`src/srr_pkg.sv`:
```
// Constants and types for the security register read path
`default_nettype none
package srr_pkg;
  localparam logic [7:0] SRR_OPCODE = 8'h48;
  localparam logic [4:0] SRR_OP_LAST = 5'h07;
  localparam logic [4:0] SRR_ADDR_LAST = 5'h17;
  localparam logic [4:0] SRR_DUMMY_LAST = 5'h07;
  localparam logic [7:0] SRR_ADDR_HIGH = 8'h00;
  localparam logic [3:0] SRR_ADDR_MID = 4'h0;
  localparam logic [3:0] SRR_SEL_FIRST = 4'h1;
  localparam logic [3:0] SRR_SEL_LAST = 4'h3;
  localparam int SRR_BYTE_W = 8;
  localparam int SRR_FIFO_DEPTH = 16;
  localparam logic [2:0] SRR_SYNC_RST = 3'h7;
  localparam logic [2:0] SRR_BITS_LAST = 3'h7;
  localparam logic [7:0] SRR_EMPTY_BYTE = 8'hff;

  typedef enum logic [2:0] {
    SRR_IDLE = 3'b000,
    SRR_OP = 3'b001,
    SRR_ADDR = 3'b010,
    SRR_DUMMY = 3'b011,
    SRR_DATA = 3'b100,
    SRR_IGNORE = 3'b101
  } srr_phase_type;
endpackage : srr_pkg
`default_nettype wire

```
`src/srr_fifo_if.sv`:
```
// Interface between the command engine and its read-ahead FIFO
`timescale 1ns/1ps
`default_nettype none
interface srr_fifo_if #(
  parameter int W = 8,
  parameter int DEPTH = 16
);
  logic wrValid;
  logic wrReady;
  logic [W-1:0] wrData;
  logic rdValid;
  logic rdReady;
  logic [W-1:0] rdData;
  logic flush;
  logic [$clog2(DEPTH):0] level;

  modport store (
    input wrValid, wrData, rdReady, flush,
    output wrReady, rdValid, rdData, level
  );
  modport user (
    output wrValid, wrData, rdReady, flush,
    input wrReady, rdValid, rdData, level
  );
endinterface : srr_fifo_if
`default_nettype wire

```
`src/srr_read.sv`:
```
// Security register read command engine on the serial flash pins
// What this block does
// - Opcode and address bits are taken on each rising serial clock edge.
// - Data goes out MSB first, changing on falling serial clock edges.
// - After each byte the byte pointer steps by one to the next byte.
// - The pointer wraps from FFh to 00h inside the selected register only.
// - Chip select going high ends the read at any point.
// - The command is ignored while a busy cycle runs, leaving it untouched.
// - Address must be 00h, select 1 to 3, zero nibble, then a start byte.
// - The busy flag reads one for the whole self-timed cycle, else zero.
`timescale 1ns/1ps
`default_nettype none
module srr_read
  import srr_pkg::*;
#(
  parameter int DEPTH = SRR_FIFO_DEPTH
) (
  input wire logic mclk, // System clock, 100 MHz
  input wire logic reset, // Synchronous reset, high
  input wire logic csN, // Chip select pin, low active
  input wire logic serialClk, // Serial clock pin from host
  input wire logic serial_in_pin, // Serial data in pin
  output logic serialOut, // Serial data out value
  output logic serialOutEnN, // Output enable, low drives pin
  input wire logic busyIn, // Self-timed cycle running
  output logic busyFlag, // Busy status bit
  output logic memReq, // Array read request pulse
  output logic [9:0] memAddr, // Select code and byte address
  input wire logic [7:0] memData, // Array read data
  input wire logic memValid // Array read data valid
);
  import srr_pkg::*;

  // ----------------------------------------------------------------
  // State
  // ----------------------------------------------------------------
  typedef struct packed {
    logic [2:0] csSync;
    logic [2:0] clkSync;
    logic [2:0] dinSync;
    logic csF;
    logic clkF;
    logic dinF;
    srr_phase_type phase;
    logic [4:0] bitCnt;
    logic [23:0] shiftIn;
    logic [1:0] regSel;
    logic [7:0] fetchPtr;
    logic [5:0] outst;
    logic [7:0] txShift;
    logic [2:0] txCnt;
    logic serialOut;
    logic outEnN;
    logic memReq;
    logic [9:0] memAddr;
    logic busyFlag;
  } srr_state_type;

  srr_state_type st_q, st_d;
  logic clkRise, clkFall, dinNow, fetching, popByte;
  logic [7:0] byteNow;
  logic [23:0] addrNow;
  logic addrOk;

  srr_fifo_if #(.W(SRR_BYTE_W), .DEPTH(DEPTH)) rdBuf ();

  srr_fifo #(.W(SRR_BYTE_W), .DEPTH(DEPTH)) u_fifo (
    .mclk(mclk),
    .reset(reset),
    .port(rdBuf.store)
  );

  // Stale answers of an ended read are dropped, never buffered
  assign fetching = st_q.phase == SRR_DUMMY || st_q.phase == SRR_DATA;
  assign rdBuf.wrValid = memValid && fetching;
  assign rdBuf.wrData = memData;
  assign rdBuf.flush = !fetching;
  assign rdBuf.rdReady = popByte;

  assign serialOut = st_q.serialOut;
  assign serialOutEnN = st_q.outEnN;
  assign busyFlag = st_q.busyFlag;
  assign memReq = st_q.memReq;
  assign memAddr = st_q.memAddr;

  // ----------------------------------------------------------------
  // Next state
  // ----------------------------------------------------------------
  always_comb begin
    st_d = st_q;
    st_d.memReq = 1'b0;
    popByte = 1'b0;
    st_d.busyFlag = busyIn;
    // Pins pass three stages; a change counts once stages two and three agree
    st_d.csSync = {st_q.csSync[1:0], csN};
    st_d.clkSync = {st_q.clkSync[1:0], serialClk};
    st_d.dinSync = {st_q.dinSync[1:0], serial_in_pin};
    if (st_q.csSync[1] == st_q.csSync[2]) st_d.csF = st_q.csSync[2];
    if (st_q.clkSync[1] == st_q.clkSync[2]) st_d.clkF = st_q.clkSync[2];
    if (st_q.dinSync[1] == st_q.dinSync[2]) st_d.dinF = st_q.dinSync[2];
    clkRise = st_d.clkF && !st_q.clkF;
    clkFall = !st_d.clkF && st_q.clkF;
    dinNow = st_d.dinF;
    byteNow = rdBuf.rdValid ? rdBuf.rdData : SRR_EMPTY_BYTE;
    addrNow = {st_q.shiftIn[22:0], dinNow};
    addrOk = addrNow[23:16] == SRR_ADDR_HIGH
      && addrNow[11:8] == SRR_ADDR_MID
      && addrNow[15:12] >= SRR_SEL_FIRST
      && addrNow[15:12] <= SRR_SEL_LAST;
    // In-order answers: one per request, counted until it returns
    st_d.outst = 6'(st_q.outst + st_q.memReq - memValid);

    if (st_d.csF) begin
      st_d.phase = SRR_IDLE;
      st_d.outEnN = 1'b1;
      st_d.bitCnt = '0;
    end else begin
      case (st_q.phase)
        SRR_IDLE: begin
          st_d.phase = SRR_OP;
          st_d.bitCnt = '0;
        end
        SRR_OP: begin
          if (clkRise) begin
            st_d.shiftIn = addrNow;
            st_d.bitCnt = 5'(st_q.bitCnt + 1'b1);
            if (st_q.bitCnt == SRR_OP_LAST) begin
              st_d.bitCnt = '0;
              // Busy cycle keeps running; the command just falls away
              if (addrNow[7:0] != SRR_OPCODE || busyIn) begin
                st_d.phase = SRR_IGNORE;
              end else begin
                st_d.phase = SRR_ADDR;
              end
            end
          end
        end
        SRR_ADDR: begin
          if (clkRise) begin
            st_d.shiftIn = addrNow;
            st_d.bitCnt = 5'(st_q.bitCnt + 1'b1);
            if (st_q.bitCnt == SRR_ADDR_LAST) begin
              st_d.bitCnt = '0;
              st_d.regSel = addrNow[13:12];
              st_d.fetchPtr = addrNow[7:0];
              st_d.phase = addrOk ? SRR_DUMMY : SRR_IGNORE;
            end
          end
        end
        SRR_DUMMY: begin
          if (clkRise) begin
            st_d.bitCnt = 5'(st_q.bitCnt + 1'b1);
            if (st_q.bitCnt == SRR_DUMMY_LAST) begin
              st_d.phase = SRR_DATA;
              st_d.txCnt = '0;
            end
          end
        end
        SRR_DATA: begin
          if (clkFall) begin
            st_d.outEnN = 1'b0;
            if (st_q.txCnt == '0) begin
              // Empty buffer means the host outran the array; ones go out
              popByte = 1'b1;
              st_d.serialOut = byteNow[7];
              st_d.txShift = {byteNow[6:0], 1'b0};
              st_d.txCnt = SRR_BITS_LAST;
            end else begin
              st_d.serialOut = st_q.txShift[7];
              st_d.txShift = {st_q.txShift[6:0], 1'b0};
              st_d.txCnt = 3'(st_q.txCnt - 1'b1);
            end
          end
        end
        SRR_IGNORE: begin
          st_d.outEnN = 1'b1;
        end
        default: begin
          st_d.phase = SRR_IDLE;
        end
      endcase
    end

    // Read-ahead, limited by the room left in the buffer
    if (fetching && st_d.phase != SRR_IDLE && rdBuf.wrReady
        && 7'(st_q.outst + st_q.memReq + rdBuf.level) < 7'(DEPTH)) begin
      st_d.memReq = 1'b1;
      st_d.memAddr = {st_q.regSel, st_q.fetchPtr};
      st_d.fetchPtr = 8'(st_q.fetchPtr + 1'b1);
    end
  end

  always_ff @(posedge mclk) begin
    if (reset) begin
      st_q <= '0;
      st_q.csSync <= SRR_SYNC_RST;
      st_q.csF <= 1'b1;
      st_q.outEnN <= 1'b1;
      st_q.phase <= SRR_IDLE;
    end else begin
      st_q <= st_d;
    end
  end

  // ----------------------------------------------------------------
  // Checks
  // ----------------------------------------------------------------
  property p_hiz;
    @(posedge mclk) disable iff (reset)
      st_q.csF || st_q.phase inside {SRR_OP, SRR_ADDR, SRR_DUMMY}
      |-> st_q.outEnN;
  endproperty
  a_hiz: assert property (p_hiz)
    else $error("Output driven outside data phase");

  property p_end;
    @(posedge mclk) disable iff (reset)
      st_d.csF |=> st_q.phase == SRR_IDLE ##1 !st_q.memReq;
  endproperty
  a_end: assert property (p_end)
    else $error("Read not ended by chip select");

  // Both edges of the busy cycle must show on the flag, one cycle later
  property p_busy;
    @(posedge mclk) disable iff (reset)
      1'b1 |=> busyFlag == $past(busyIn);
  endproperty
  a_busy: assert property (p_busy)
    else $error("Busy flag does not follow busy cycle");

  property p_ignore;
    @(posedge mclk) disable iff (reset)
      st_q.phase == SRR_OP && clkRise && st_q.bitCnt == SRR_OP_LAST
      && busyIn && !st_d.csF
      |=> st_q.phase == SRR_IGNORE && st_q.outEnN && !st_q.memReq;
  endproperty
  a_ignore: assert property (p_ignore)
    else $error("Command taken while busy");

  property p_addr;
    @(posedge mclk) disable iff (reset)
      st_q.phase == SRR_ADDR && clkRise && st_q.bitCnt == SRR_ADDR_LAST
      && !addrOk && !st_d.csF |=> st_q.phase == SRR_IGNORE;
  endproperty
  a_addr: assert property (p_addr)
    else $error("Bad address accepted");

  property p_sample;
    @(posedge mclk) disable iff (reset)
      st_q.phase inside {SRR_OP, SRR_ADDR} && clkRise && !st_d.csF
      |=> st_q.shiftIn[0] == $past(dinNow);
  endproperty
  a_sample: assert property (p_sample)
    else $error("Input bit not taken on rising edge");

  property p_msb;
    @(posedge mclk) disable iff (reset)
      st_q.phase == SRR_DATA && clkFall && st_q.txCnt == '0 && !st_d.csF
      |-> popByte ##1 (!st_q.outEnN && st_q.serialOut == $past(byteNow[7])
      && st_q.txCnt == SRR_BITS_LAST);
  endproperty
  a_msb: assert property (p_msb)
    else $error("Byte not started MSB first");

  property p_wrap;
    @(posedge mclk) disable iff (reset)
      st_q.memReq |-> st_q.memAddr[9:8] == st_q.regSel
      && st_q.fetchPtr == 8'(st_q.memAddr[7:0] + 1'b1);
  endproperty
  a_wrap: assert property (p_wrap)
    else $error("Pointer left register or skipped");
endmodule : srr_read
`default_nettype wire

```
`src/srr_fifo.sv`:
```
// Synchronous FIFO with flush, built from flip-flops
`timescale 1ns/1ps
`default_nettype none
module srr_fifo #(
  parameter int W = 8,
  parameter int DEPTH = 16
) (
  input wire logic mclk, // System clock
  input wire logic reset, // Synchronous reset, high
  srr_fifo_if.store port // Fill and drain sides
);
  import srr_pkg::*;

  localparam int AW = $clog2(DEPTH);
  localparam logic [AW:0] FULL = (AW+1)'(DEPTH);

  typedef struct packed {
    logic [DEPTH-1:0][W-1:0] mem;
    logic [AW-1:0] wrPtr;
    logic [AW-1:0] rdPtr;
    logic [AW:0] count;
  } srr_fifo_state_type;

  srr_fifo_state_type st_q, st_d;
  logic doWr, doRd;

  assign port.wrReady = st_q.count != FULL;
  assign port.rdValid = st_q.count != '0;
  assign port.rdData = st_q.mem[st_q.rdPtr];
  assign port.level = st_q.count;

  always_comb begin
    st_d = st_q;
    doWr = port.wrValid && port.wrReady;
    doRd = port.rdReady && port.rdValid;
    if (port.flush) begin
      st_d.wrPtr = '0;
      st_d.rdPtr = '0;
      st_d.count = '0;
    end else begin
      if (doWr) begin
        st_d.mem[st_q.wrPtr] = port.wrData;
        st_d.wrPtr = AW'(st_q.wrPtr + 1'b1);
      end
      if (doRd) begin
        st_d.rdPtr = AW'(st_q.rdPtr + 1'b1);
      end
      st_d.count = (AW+1)'(st_q.count + doWr - doRd);
    end
  end

  always_ff @(posedge mclk) begin
    if (reset) begin
      st_q <= '0;
    end else begin
      st_q <= st_d;
    end
  end
endmodule : srr_fifo
`default_nettype wire

```
`config.mk`:
```
export PLATFORM = sky130hd
export DESIGN_NAME = srr_read
export DESIGN_NICKNAME = d
export VERILOG_FILES = /design/src/srr_pkg.sv /design/src/srr_fifo_if.sv /design/src/srr_read.sv /design/src/srr_fifo.sv
export SDC_FILE = /design/constraint.sdc
export NUM_CORES = 1
export LEC_CHECK = 0
export BUFFER_PORTS_ARGS = -buffer_cell sky130_fd_sc_hd__buf_2
export CORE_MARGIN = 2
export CORE_UTILIZATION = 53
export CTS_BUF_LIST = sky130_fd_sc_hd__clkbuf_4 sky130_fd_sc_hd__clkbuf_8
export CTS_CLUSTER_DIAMETER = 40
export DETAILED_ROUTE_END_ITERATION = 6
export PLACE_DENSITY = 0.73
export SETUP_SLACK_MARGIN = 0.02
export SYNTH_ARGS = -nofsm -noshare
export SYNTH_HDL_FRONTEND = slang
export SYNTH_SLANG_ARGS = --single-unit
export TNS_END_PERCENT = 50
```
`constraint.sdc`:
```
create_clock -name mclk -period 4.5 [get_ports mclk]
set_clock_uncertainty 0.1 [all_clocks]
set_input_delay 0.45 -clock mclk [delete_from_list [all_inputs] [get_ports mclk]]
set_output_delay 0.45 -clock mclk [all_outputs]
set_load 0.1 [all_outputs]
```
==> results.cfg, run 1 <==
[clocking]
cts.clk_slew.worst_paths_ns = 0.06
cts_buffers = 39
ctsHoldBuffers = 1
clockRootBuffer = clkbuf_8
cts_setup_buffers = 0
cts_num_sinks = 224
cts_tree = yes
cts.repair.resized = 0
clk_latency_ns = 0.54
clockBufferDepth = 3
htreeDepth = 2

[finish]
most-common-layout-cells = dfxtp_1 (222), nand2_1 (177), nor2_1 (129)
regArea_um2 = 4490
multi_input_area_um2 = 5370
final_common_cell = dfxtp_1
area_growth_pct = 10.5
num-nets-final = 1151
num-fill-cells = 1645
drive_gt1_frac = 0.156

[routing]
drt_iter0_drc = 690
first_pass_iters = 7
num_vias = 7784
wl_per_cell_um = 16.2
routed_wl_um = 22800
vias_per_cell = 5.54
drc = 0
postRouteAntennaNets = 0

[critical_path]
cpMostUsedCell = inv_1
critPathCaptureType = register
crit_arrival_ns = 3.49
crit_family = simple AND/OR/NAND/NOR gates
crit_path_max_fanout = 14
cp_slowest_cell = dfxtp_1
slowest_delay_ns = 0.57
worst-path-buf-inv = 3
critPathLaunchType = register
required_ns = 4.82
crit_path_cell_trace = nand4bb_1 > or3_1 > nor2_4 > ha_1 > inv_1 > ha_1 > inv_1 > fa_1 > inv_1 > a21oi_1 > nor2_1 > or3_1 > a21oi_1
worstSetupPathType = register to register

[pwr]
powerDensity_nw_per_um2 = 381
leakagePower_nw = 3.81
vdd_ir_drop_max_v = 0.000203
power.total_mw = 4.35

[timing]
tightest_slew_ns = 1.14
min_period_ns = 3.17
rsz0062_at_grt = false
slew_headroom = 0.237
post-route-period-util = 0.705
finalMaxSlewViolations = 0
hold_viol_final = 0
max_freq_mhz = 315
setup_violations = 0
setup_tns_ns = 0

[floorplanning]
die_w_um = 144
core_area_um2 = 19300
fp.dieArea_um2 = 20700
row_count = 51
pin_count = 29
fp.dieH_um = 144
start_util = 0.535

[worst_hold_path]
hold_path_class = primary input to register

[logic_synthesis]
syn_nets = 1157
synth-simple-area-share = 0.198
synth_ff_type = dfxtp_1
synthArstFlopShare = 0
synth_fa_ha_area_frac = 0.0364
synth_xor_area_frac = 0.0118
synth_cells = 1114
synth_compound_area_frac = 0.0990
synth.area.mux_share = 0.171
yosys_warnings = 0
syn_area_per_cell_um2 = 9.29
synth-seq-cells = 224
synth.distinct_cells = 65
synth-edff-count = 0
synth_top_family_by_area = simple AND/OR/NAND/NOR gates
syn_area_um2 = 10400
ys_seq_area_frac = 0.433

[global_routing]
overflow = 0
antenna_found_initial = 1
grt_max_degree = 124
track_usage = 0.227
gr-usage-met3 = 0.0410
gr-usage-met2 = 0.368
grt.busiest_layer = met2
use_met1 = 0.308
grt_pass1_vias = 7508
grt_pass1_wl_um = 37600

[flow_run]
cap_violations = 0

[place]
dp_hpwl_um = 14400
port_buffers = 28
place_congestion = 0.807

[outcome]
outcome = finished, final reports clean
[cell type report]
cell class | instances | share of cell area
Multi-Input combinational cell | 775 | 0.469
Sequential cell | 224 | 0.392
Clock buffer | 64 | 0.0721
Tap cell | 265 | 0.0290
Timing Repair Buffer | 38 | 0.0196
Inverter | 30 | 0.00984
Clock inverter | 7 | 0.00799
Antenna cell | 1 | 0.000219
[through the flow]
stage               hold WS (ns)  std cells  setup WS [ns]  area (µm²)  utilization
finish                    0.0358       1404           1.33       11400        0.592
global placement           0.318       1331           1.38       10500        0.544
floorplan                  0.289       1114           1.59       10400            -
detailed placement         0.316       1331           1.33       10500        0.544
CTS                       0.0199       1403           1.32       11400        0.591
global route              0.0453       1403           1.04       11400        0.591
[path summary, 6_finish.rpt]
path                                     from                    to  slack (ns)  cells past startpoint
worst max-delay path                 st_q[72]  u_fifo.port.level[4]        1.33                     13
worst min-delay path            serial_in_pin              st_d[77]        0.04                      2
worst max register to register       st_q[72]  u_fifo.port.level[4]        1.33                     13
worst min register to register       st_d[83]              st_d[84]        0.32                      1
[logic make-up after synthesis]
logic type | after synthesis
compound gates | 171
xor+xnor | 14
fa+ha+maj | 29
buf+inv | 115
flops | 224
mux | 137
simple gates | 424
[cells in the mapped netlist, drive strengths merged (18+ instances only)]
library cell / count / area, µm²
o21ai: 18 / 101
nor2: 130 / 495
ha: 26 / 325
mux4: 31 / 698
nand2: 177 / 664
buf: 37 / 236
dfxtp: 224 / 4480
a21oi: 101 / 505
inv: 30 / 113
mux2i: 100 / 1000
nand3: 20 / 100
clkbuf: 48 / 180
[flip-flops by register name, indices dropped and copies added, names as in the netlist]
name               cells
u_fifo.st_q          136
st_q                  40
addrNow               23
memAddr               10
st_d                   6
u_fifo.port.level      5
busyFlag               1
memReq                 1
serialOut              1
serialOutEnN           1
[per-layer routing]
layer | wire length [µm] | part of all wire | vias up
li1 | - | - | 3866
met1 | 10500 | 0.46 | 3724
met2 | 10800 | 0.47 | 156
met3 | 1010 | 0.044 | 38
met4 | 431 | 0.019 | 0
met5 | 0 | 0 | -
[where the power goes]
| part | switching [mW] | leakage [nW] | internal [mW] |
|---|---|---|---|
| Sequential | 0.0196 | 1.81 | 2.01 |
| Combinational | 0.142 | 1.52 | 0.0812 |
| Clock | 0.829 | 0.482 | 1.28 |
| Total | 0.991 | 3.81 | 3.36 |
Note: power is estimated with default switching activity, not from simulation.
==> inputs of run 2 (changes only) <==
PLACE_DENSITY = 0.76   (was 0.73)
clock period = 2.7 ns   (was 4.5 ns; I/O delays follow)
==> run 2 against run 1 <==
Compared with the run above: the flow now finishes with violations (negative setup slack); critical path depth grew 2; routed wire length increased by 4.8%; die area unchanged; sequential cell count is the same; first-iteration DRC count increased by 10%; maximum frequency is 17% higher; critical path type unchanged; largest power group is now registers; highest routed layer unchanged.
==> results.cfg, run 2 (synthesized netlist as in run 1, its figures left out) <==
[outcome]
outcome = complete, but fails checks
violations = negative setup slack

[clocking]
clockBufferDepth = 3
htreeDepth = 2
clockRootBuffer = clkbuf_8
cts_buffers = 38
cts.clk_slew.worst_paths_ns = 0.06
cts_tree = yes
clk_latency_ns = 0.55
cts_num_sinks = 224

[finish]
num-fill-cells = 1607
most-common-layout-cells = dfxtp_1 (221), nand2_1 (176), nor2_1 (129)
reg.largest.list = u_fifo.st_q (136), st_q (40), addrNow (23)
diodes = 0
num-nets-final = 1193
instances_no_fill = 1442
drive_gt1_frac = 0.193
final_common_cell = dfxtp_1
max_flop_register = u_fifo.st_q
largest_reg_flops = 136
area_growth_pct = 13.8

[critical_path]
r2r-end = u_fifo.port.level[4]
crit_path_start = u_fifo.port.level[3]
crit_path_cell_trace = inv_2 > ha_4 > or4b_4 > nand2_4 > nor2_4 > ha_4 > inv_2 > ha_4 > inv_2 > fa_2 > inv_2 > a21oi_2 > nor2_1 > or3_1 > a21oi_2
critPathLaunchType = register
required_ns = 3.07
cp-endpoint = u_fifo.port.level[4]
critPathCaptureType = register
slowest_delay_ns = 0.48
cp_slowest_cell = or4b_4
reg2reg_slack_ns = -0.01
worstSetupPathType = register to register
crit_path_max_fanout = 2
r2r_cells = 15
crit_arrival_ns = 3.08
r2r-start = u_fifo.port.level[3]
cpMostUsedCell = inv_2

[timing]
hold_viol_final = 0
tightest_slew_ns = 0.874
rsz0062_at_grt = true
post-route-period-util = 1.01
setup_violations = 1
slew_headroom = 0.413
max_freq_mhz = 368
min_period_ns = 2.71
finalWorstSetupSlack_ns = -0.0147
finalMaxSlewViolations = 0

[global_routing]
grt_max_degree = 130
antenna_found_initial = 0
track_usage = 0.231
overflow = 0
grt_pass1_vias = 7610
grt_pass1_wl_um = 38100

[floorplanning]
fp.dieArea_um2 = 20700
die_w_um = 144
row_count = 51
core_area_um2 = 19300
fp.dieH_um = 144
pin_count = 29
start_util = 0.535

[flow_run]
cap_violations = 0

[place]
place_congestion = 0.829
dp_hpwl_um = 15300
port_buffers = 28
dp.cells = 1368

[routing]
first_pass_iters = 6
vias_per_cell = 5.62
num_vias = 8098
drc = 0
drt_iter0_drc = 762
routed_wl_um = 23900
postRouteAntennaNets = 0
wl_per_cell_um = 16.5

[pwr]
leakagePower_nw = 3.99
power.total_mw = 6.97
powerDensity_nw_per_um2 = 592
vdd_ir_drop_max_v = 0.000271

[worst_hold_path]
hold_path_class = primary input to register
hold_path_startpoint = memData[0]
hold_depth = 3
run 2: cell types whose count changed in the layout (fill, tap and decap cells not counted), moves of 2 or more:
cell           change
a21oi_1            -2
buf_12             +3
bufinv_16          -2
a21oi_2            +2
clkbuf_4           +4
dlygate4sd3_1      +4
clkinv_2           -2
inv_2              +5
inv_1              -5
ha_4               +3
buf_4             +36
clkbuf_8           -4
ha_1               -3
run 2: routing by layer:
layer  track usage  wire length, µm
met5             0                0
met4        0.0826              467
met3        0.0447             1390
met2         0.369            11400
met1         0.312            10600
run 2: worst min-delay path by stage:
stage                        to  slack [ns]
2_1_floorplan          st_d[83]        0.27
3_3_place_gp           st_d[84]        0.30
3_5_place_dp           st_d[84]        0.30
4_1_cts         u_fifo.st_q[13]      0.0001
5_1_grt        u_fifo.st_q[133]        0.03
6_report        u_fifo.st_q[13]        0.02
run 2: layout make-up:
| cell class | instances | area, µm² | share of cell area |
|---|---|---|---|
| Clock buffer | 64 | 800 | 0.0679 |
| Clock inverter | 3 | 23.8 | 0.00202 |
| Inverter | 30 | 113 | 0.00956 |
| Multi-Input combinational cell | 775 | 5430 | 0.461 |
| Sequential cell | 224 | 4490 | 0.381 |
| Tap cell | 265 | 332 | 0.0281 |
| Timing Repair Buffer | 81 | 594 | 0.0505 |
run 2: report_power, final:
part	switching [mW]	internal (mW)	leakage [nW]	total, mW
sequential	0.0300	3.34	1.81	3.37
combinational	0.232	0.140	1.75	0.372
clock	1.37	1.86	0.437	3.23
run 2: critical path, delay by kind of cell, from the launching register on:
kind	cells	cell delay (ns)
AND/OR/NAND/NOR	5	1.05
adder cells (fa/ha/maj)	4	0.73
AO/OA/AOI/OAI	2	0.25
buffers and inverters	4	0.20
flip-flops	1	0.32
run 2: per-stage QoR:
stage                     utilization  setup TNS (ns)  hold WS [ns]  area [µm²]  setup WS, ns
after floorplan                     -         -0.0936         0.274       10400       -0.0936
after global placement          0.561         -0.0281         0.297       10800       -0.0281
final                           0.609         -0.0147        0.0239       11800       -0.0147
after detailed placement        0.561         -0.0367         0.302       10800       -0.0367
after CTS                       0.606         -0.0173      0.000103       11700       -0.0173
after global routing            0.609          -0.108        0.0265       11800        -0.108
run 2: repair_timing:
| action | CTS | global route |
|---|---|---|
| endpoints found under the setup margin | 1 | 2 |
| gates cloned | 0 | 0 |
| gates resized for setup | 5 | 10 |
| buffers inserted | 0 | 2 |
| pin swaps | 1 | 8 |
| hold endpoints to repair | 5 | 0 |
| hold buffers | 5 | 0 |
==> inputs of run 3 (changes only) <==
==> constraint.sdc (replaced) <==
create_clock -name mclk -period 2.7 [get_ports mclk]
set_clock_uncertainty 0.1 [all_clocks]
set_input_delay 0.405 -clock mclk [delete_from_list [all_inputs] [get_ports mclk]]
set_output_delay 0.405 -clock mclk [all_outputs]
set_load 0.1 [all_outputs]
==> run 3 against run 2 <==
Compared with the run above: the flow now finishes without violations; register-to-register slack gained 0.07 ns; critical endpoint unchanged; sequential cell count unchanged; setup slack gained 0.075 ns; critical path depth is the same; hold slack better by 0.11 ns; count of clock-buffer cells in the layout shrank 5; non-clock buffer count stayed put; routed wire length is 0.61% higher; global-route usage increased by 0.53 points.
==> results.cfg, run 3 (synthesized netlist as in run 1, its figures left out) <==
[global_routing]
grt_pass1_wl_um = 39000
antenna_found_initial = 1
track_usage = 0.236
overflow = 0
grt_pass1_vias = 7786
grt_max_degree = 136

[place]
place_congestion = 0.859
dp.cells = 1368
dp_hpwl_um = 15100
port_buffers = 28

[outcome]
outcome = finished, final reports clean

[routing]
wl_per_cell_um = 16.6
drc = 0
postRouteAntennaNets = 0
first_pass_iters = 7
vias_per_cell = 5.60
num_vias = 8091
routed_wl_um = 24000
drt_iter0_drc = 660

[timing]
hold_slack_ns = 0.132
tightest_slew_ns = 0.945
slew_headroom = 0.368
setup_violations = 0
min_period_ns = 2.64
rsz0062_at_grt = true
setup_tns_ns = 0
hold_viol_final = 0
max_freq_mhz = 379
finalMaxSlewViolations = 0
post-route-period-util = 0.978

[finish]
fin_util = 0.614
multi_input_area_um2 = 5430
max_flop_register = u_fifo.st_q
instances_no_fill = 1446
drive_gt1_frac = 0.196
largest_reg_flops = 136
num-fill-cells = 1579
area_growth_pct = 14.6
regArea_um2 = 4490
final_common_cell = dfxtp_1
num-nets-final = 1195
most-common-layout-cells = dfxtp_1 (221), nand2_1 (176), nor2_1 (129)
reg.largest.list = u_fifo.st_q (136), st_q (40), addrNow (23)

[floorplanning]
fp.dieH_um = 144
pin_count = 29
fp.dieArea_um2 = 20700
row_count = 51
die_w_um = 144
start_util = 0.535
core_area_um2 = 19300

[clocking]
htreeDepth = 2
cts.clk_slew.worst_paths_ns = 0.06
cts_num_sinks = 224
clk_latency_ns = 0.56
clockBufferDepth = 3
clockRootBuffer = clkbuf_8
cts_buffers = 40
cts_tree = yes

[pwr]
powerDensity_nw_per_um2 = 615
leakagePower_nw = 4.04
vdd_ir_drop_max_v = 0.000383

[critical_path]
crit_path_max_fanout = 2
worstSetupPathType = register to register
required_ns = 3.06
critPathLaunchType = register
crit_arrival_ns = 3.00
critPathCaptureType = register

[worst_hold_path]
hold_path_class = primary input to register

[flow_run]
cap_violations = 0
## run 3: cell count changes in the layout (fill, tap and decap cells not counted), sizes merged
cell / before / now
clkbuf: 64 / 59
bufinv: 0 / 4
clkinv: 1 / 5
diode: 0 / 1
buf: 76 / 77
dlygate4sd3: 5 / 4
clkinvlp: 1 / 2
inv: 31 / 30
## run 3: worst paths after layout
kind,end,slack (ns),start,cells after the start
max,u_fifo.port.level[4],0.06,u_fifo.port.level[2],15
max reg2reg,u_fifo.port.level[4],0.06,u_fifo.port.level[2],15
min reg2reg,st_d[84],0.32,st_d[83],1
min,u_fifo.st_q[10],0.13,memValid,3
## run 3: worst max-delay path, stage by stage, from the launching register on
cell and delay [ns]:
dfxtp_2 0.32, inv_2 0.07, ha_4 0.13, or4b_4 0.48
nand2_4 0.09, nor2_4 0.04, ha_4 0.25, inv_2 0.04
ha_4 0.15, inv_2 0.05, fa_2 0.20, inv_2 0.04
a21oi_2 0.10, nor2_1 0.05, or3_1 0.35, a21oi_2 0.11
## run 3: where the power goes
group | internal (mW) | switching (mW)
Sequential | 3.34 | 0.0293
Clock | 2.16 | 1.40
Combinational | 0.138 | 0.231
Total | 5.64 | 1.66
## run 3: metal layers
| metal | track usage | vias to the layer above | wire (µm) |
|---|---|---|---|
| met5 | 0 | - | 0 |
| met3 | 0.0467 | 62 | 1210 |
| li1 | - | 3949 | - |
| met2 | 0.381 | 218 | 11200 |
| met4 | 0.0888 | 0 | 691 |
| met1 | 0.314 | 3862 | 10900 |
## run 3: metrics by stage
| step | worst slack [ns] | cell area [µm²] | power [mW] |
|---|---|---|---|
| after global routing | -0.0489 | 11900 | 7.54 |
| after detailed placement | -0.0498 | 10800 | 3.80 |
| after global placement | -0.0172 | 10800 | 3.79 |
| after CTS | 0.00363 | 11800 | 7.35 |
| after floorplan | -0.0936 | 10400 | 3.71 |
| final | 0.0600 | 11900 | 7.30 |
## run 3: repair_timing
item | CTS | global route
resized for setup | 13 | 2
hold endpoints to repair | 4 | 0
setup endpoints to repair | 1 | 1
buffers inserted | 1 | 2
pin swaps | 8 | 7
hold buffers | 4 | 0
## run 3: cell type report
cell class                      count  area share
Timing Repair Buffer               81      0.0499
Tap cell                          265      0.0279
Antenna cell                        1    0.000211
Clock buffer                       59      0.0632
Inverter                           30     0.00949
Clock inverter                     11      0.0135
Multi-Input combinational cell    775       0.458
Sequential cell                   224       0.378
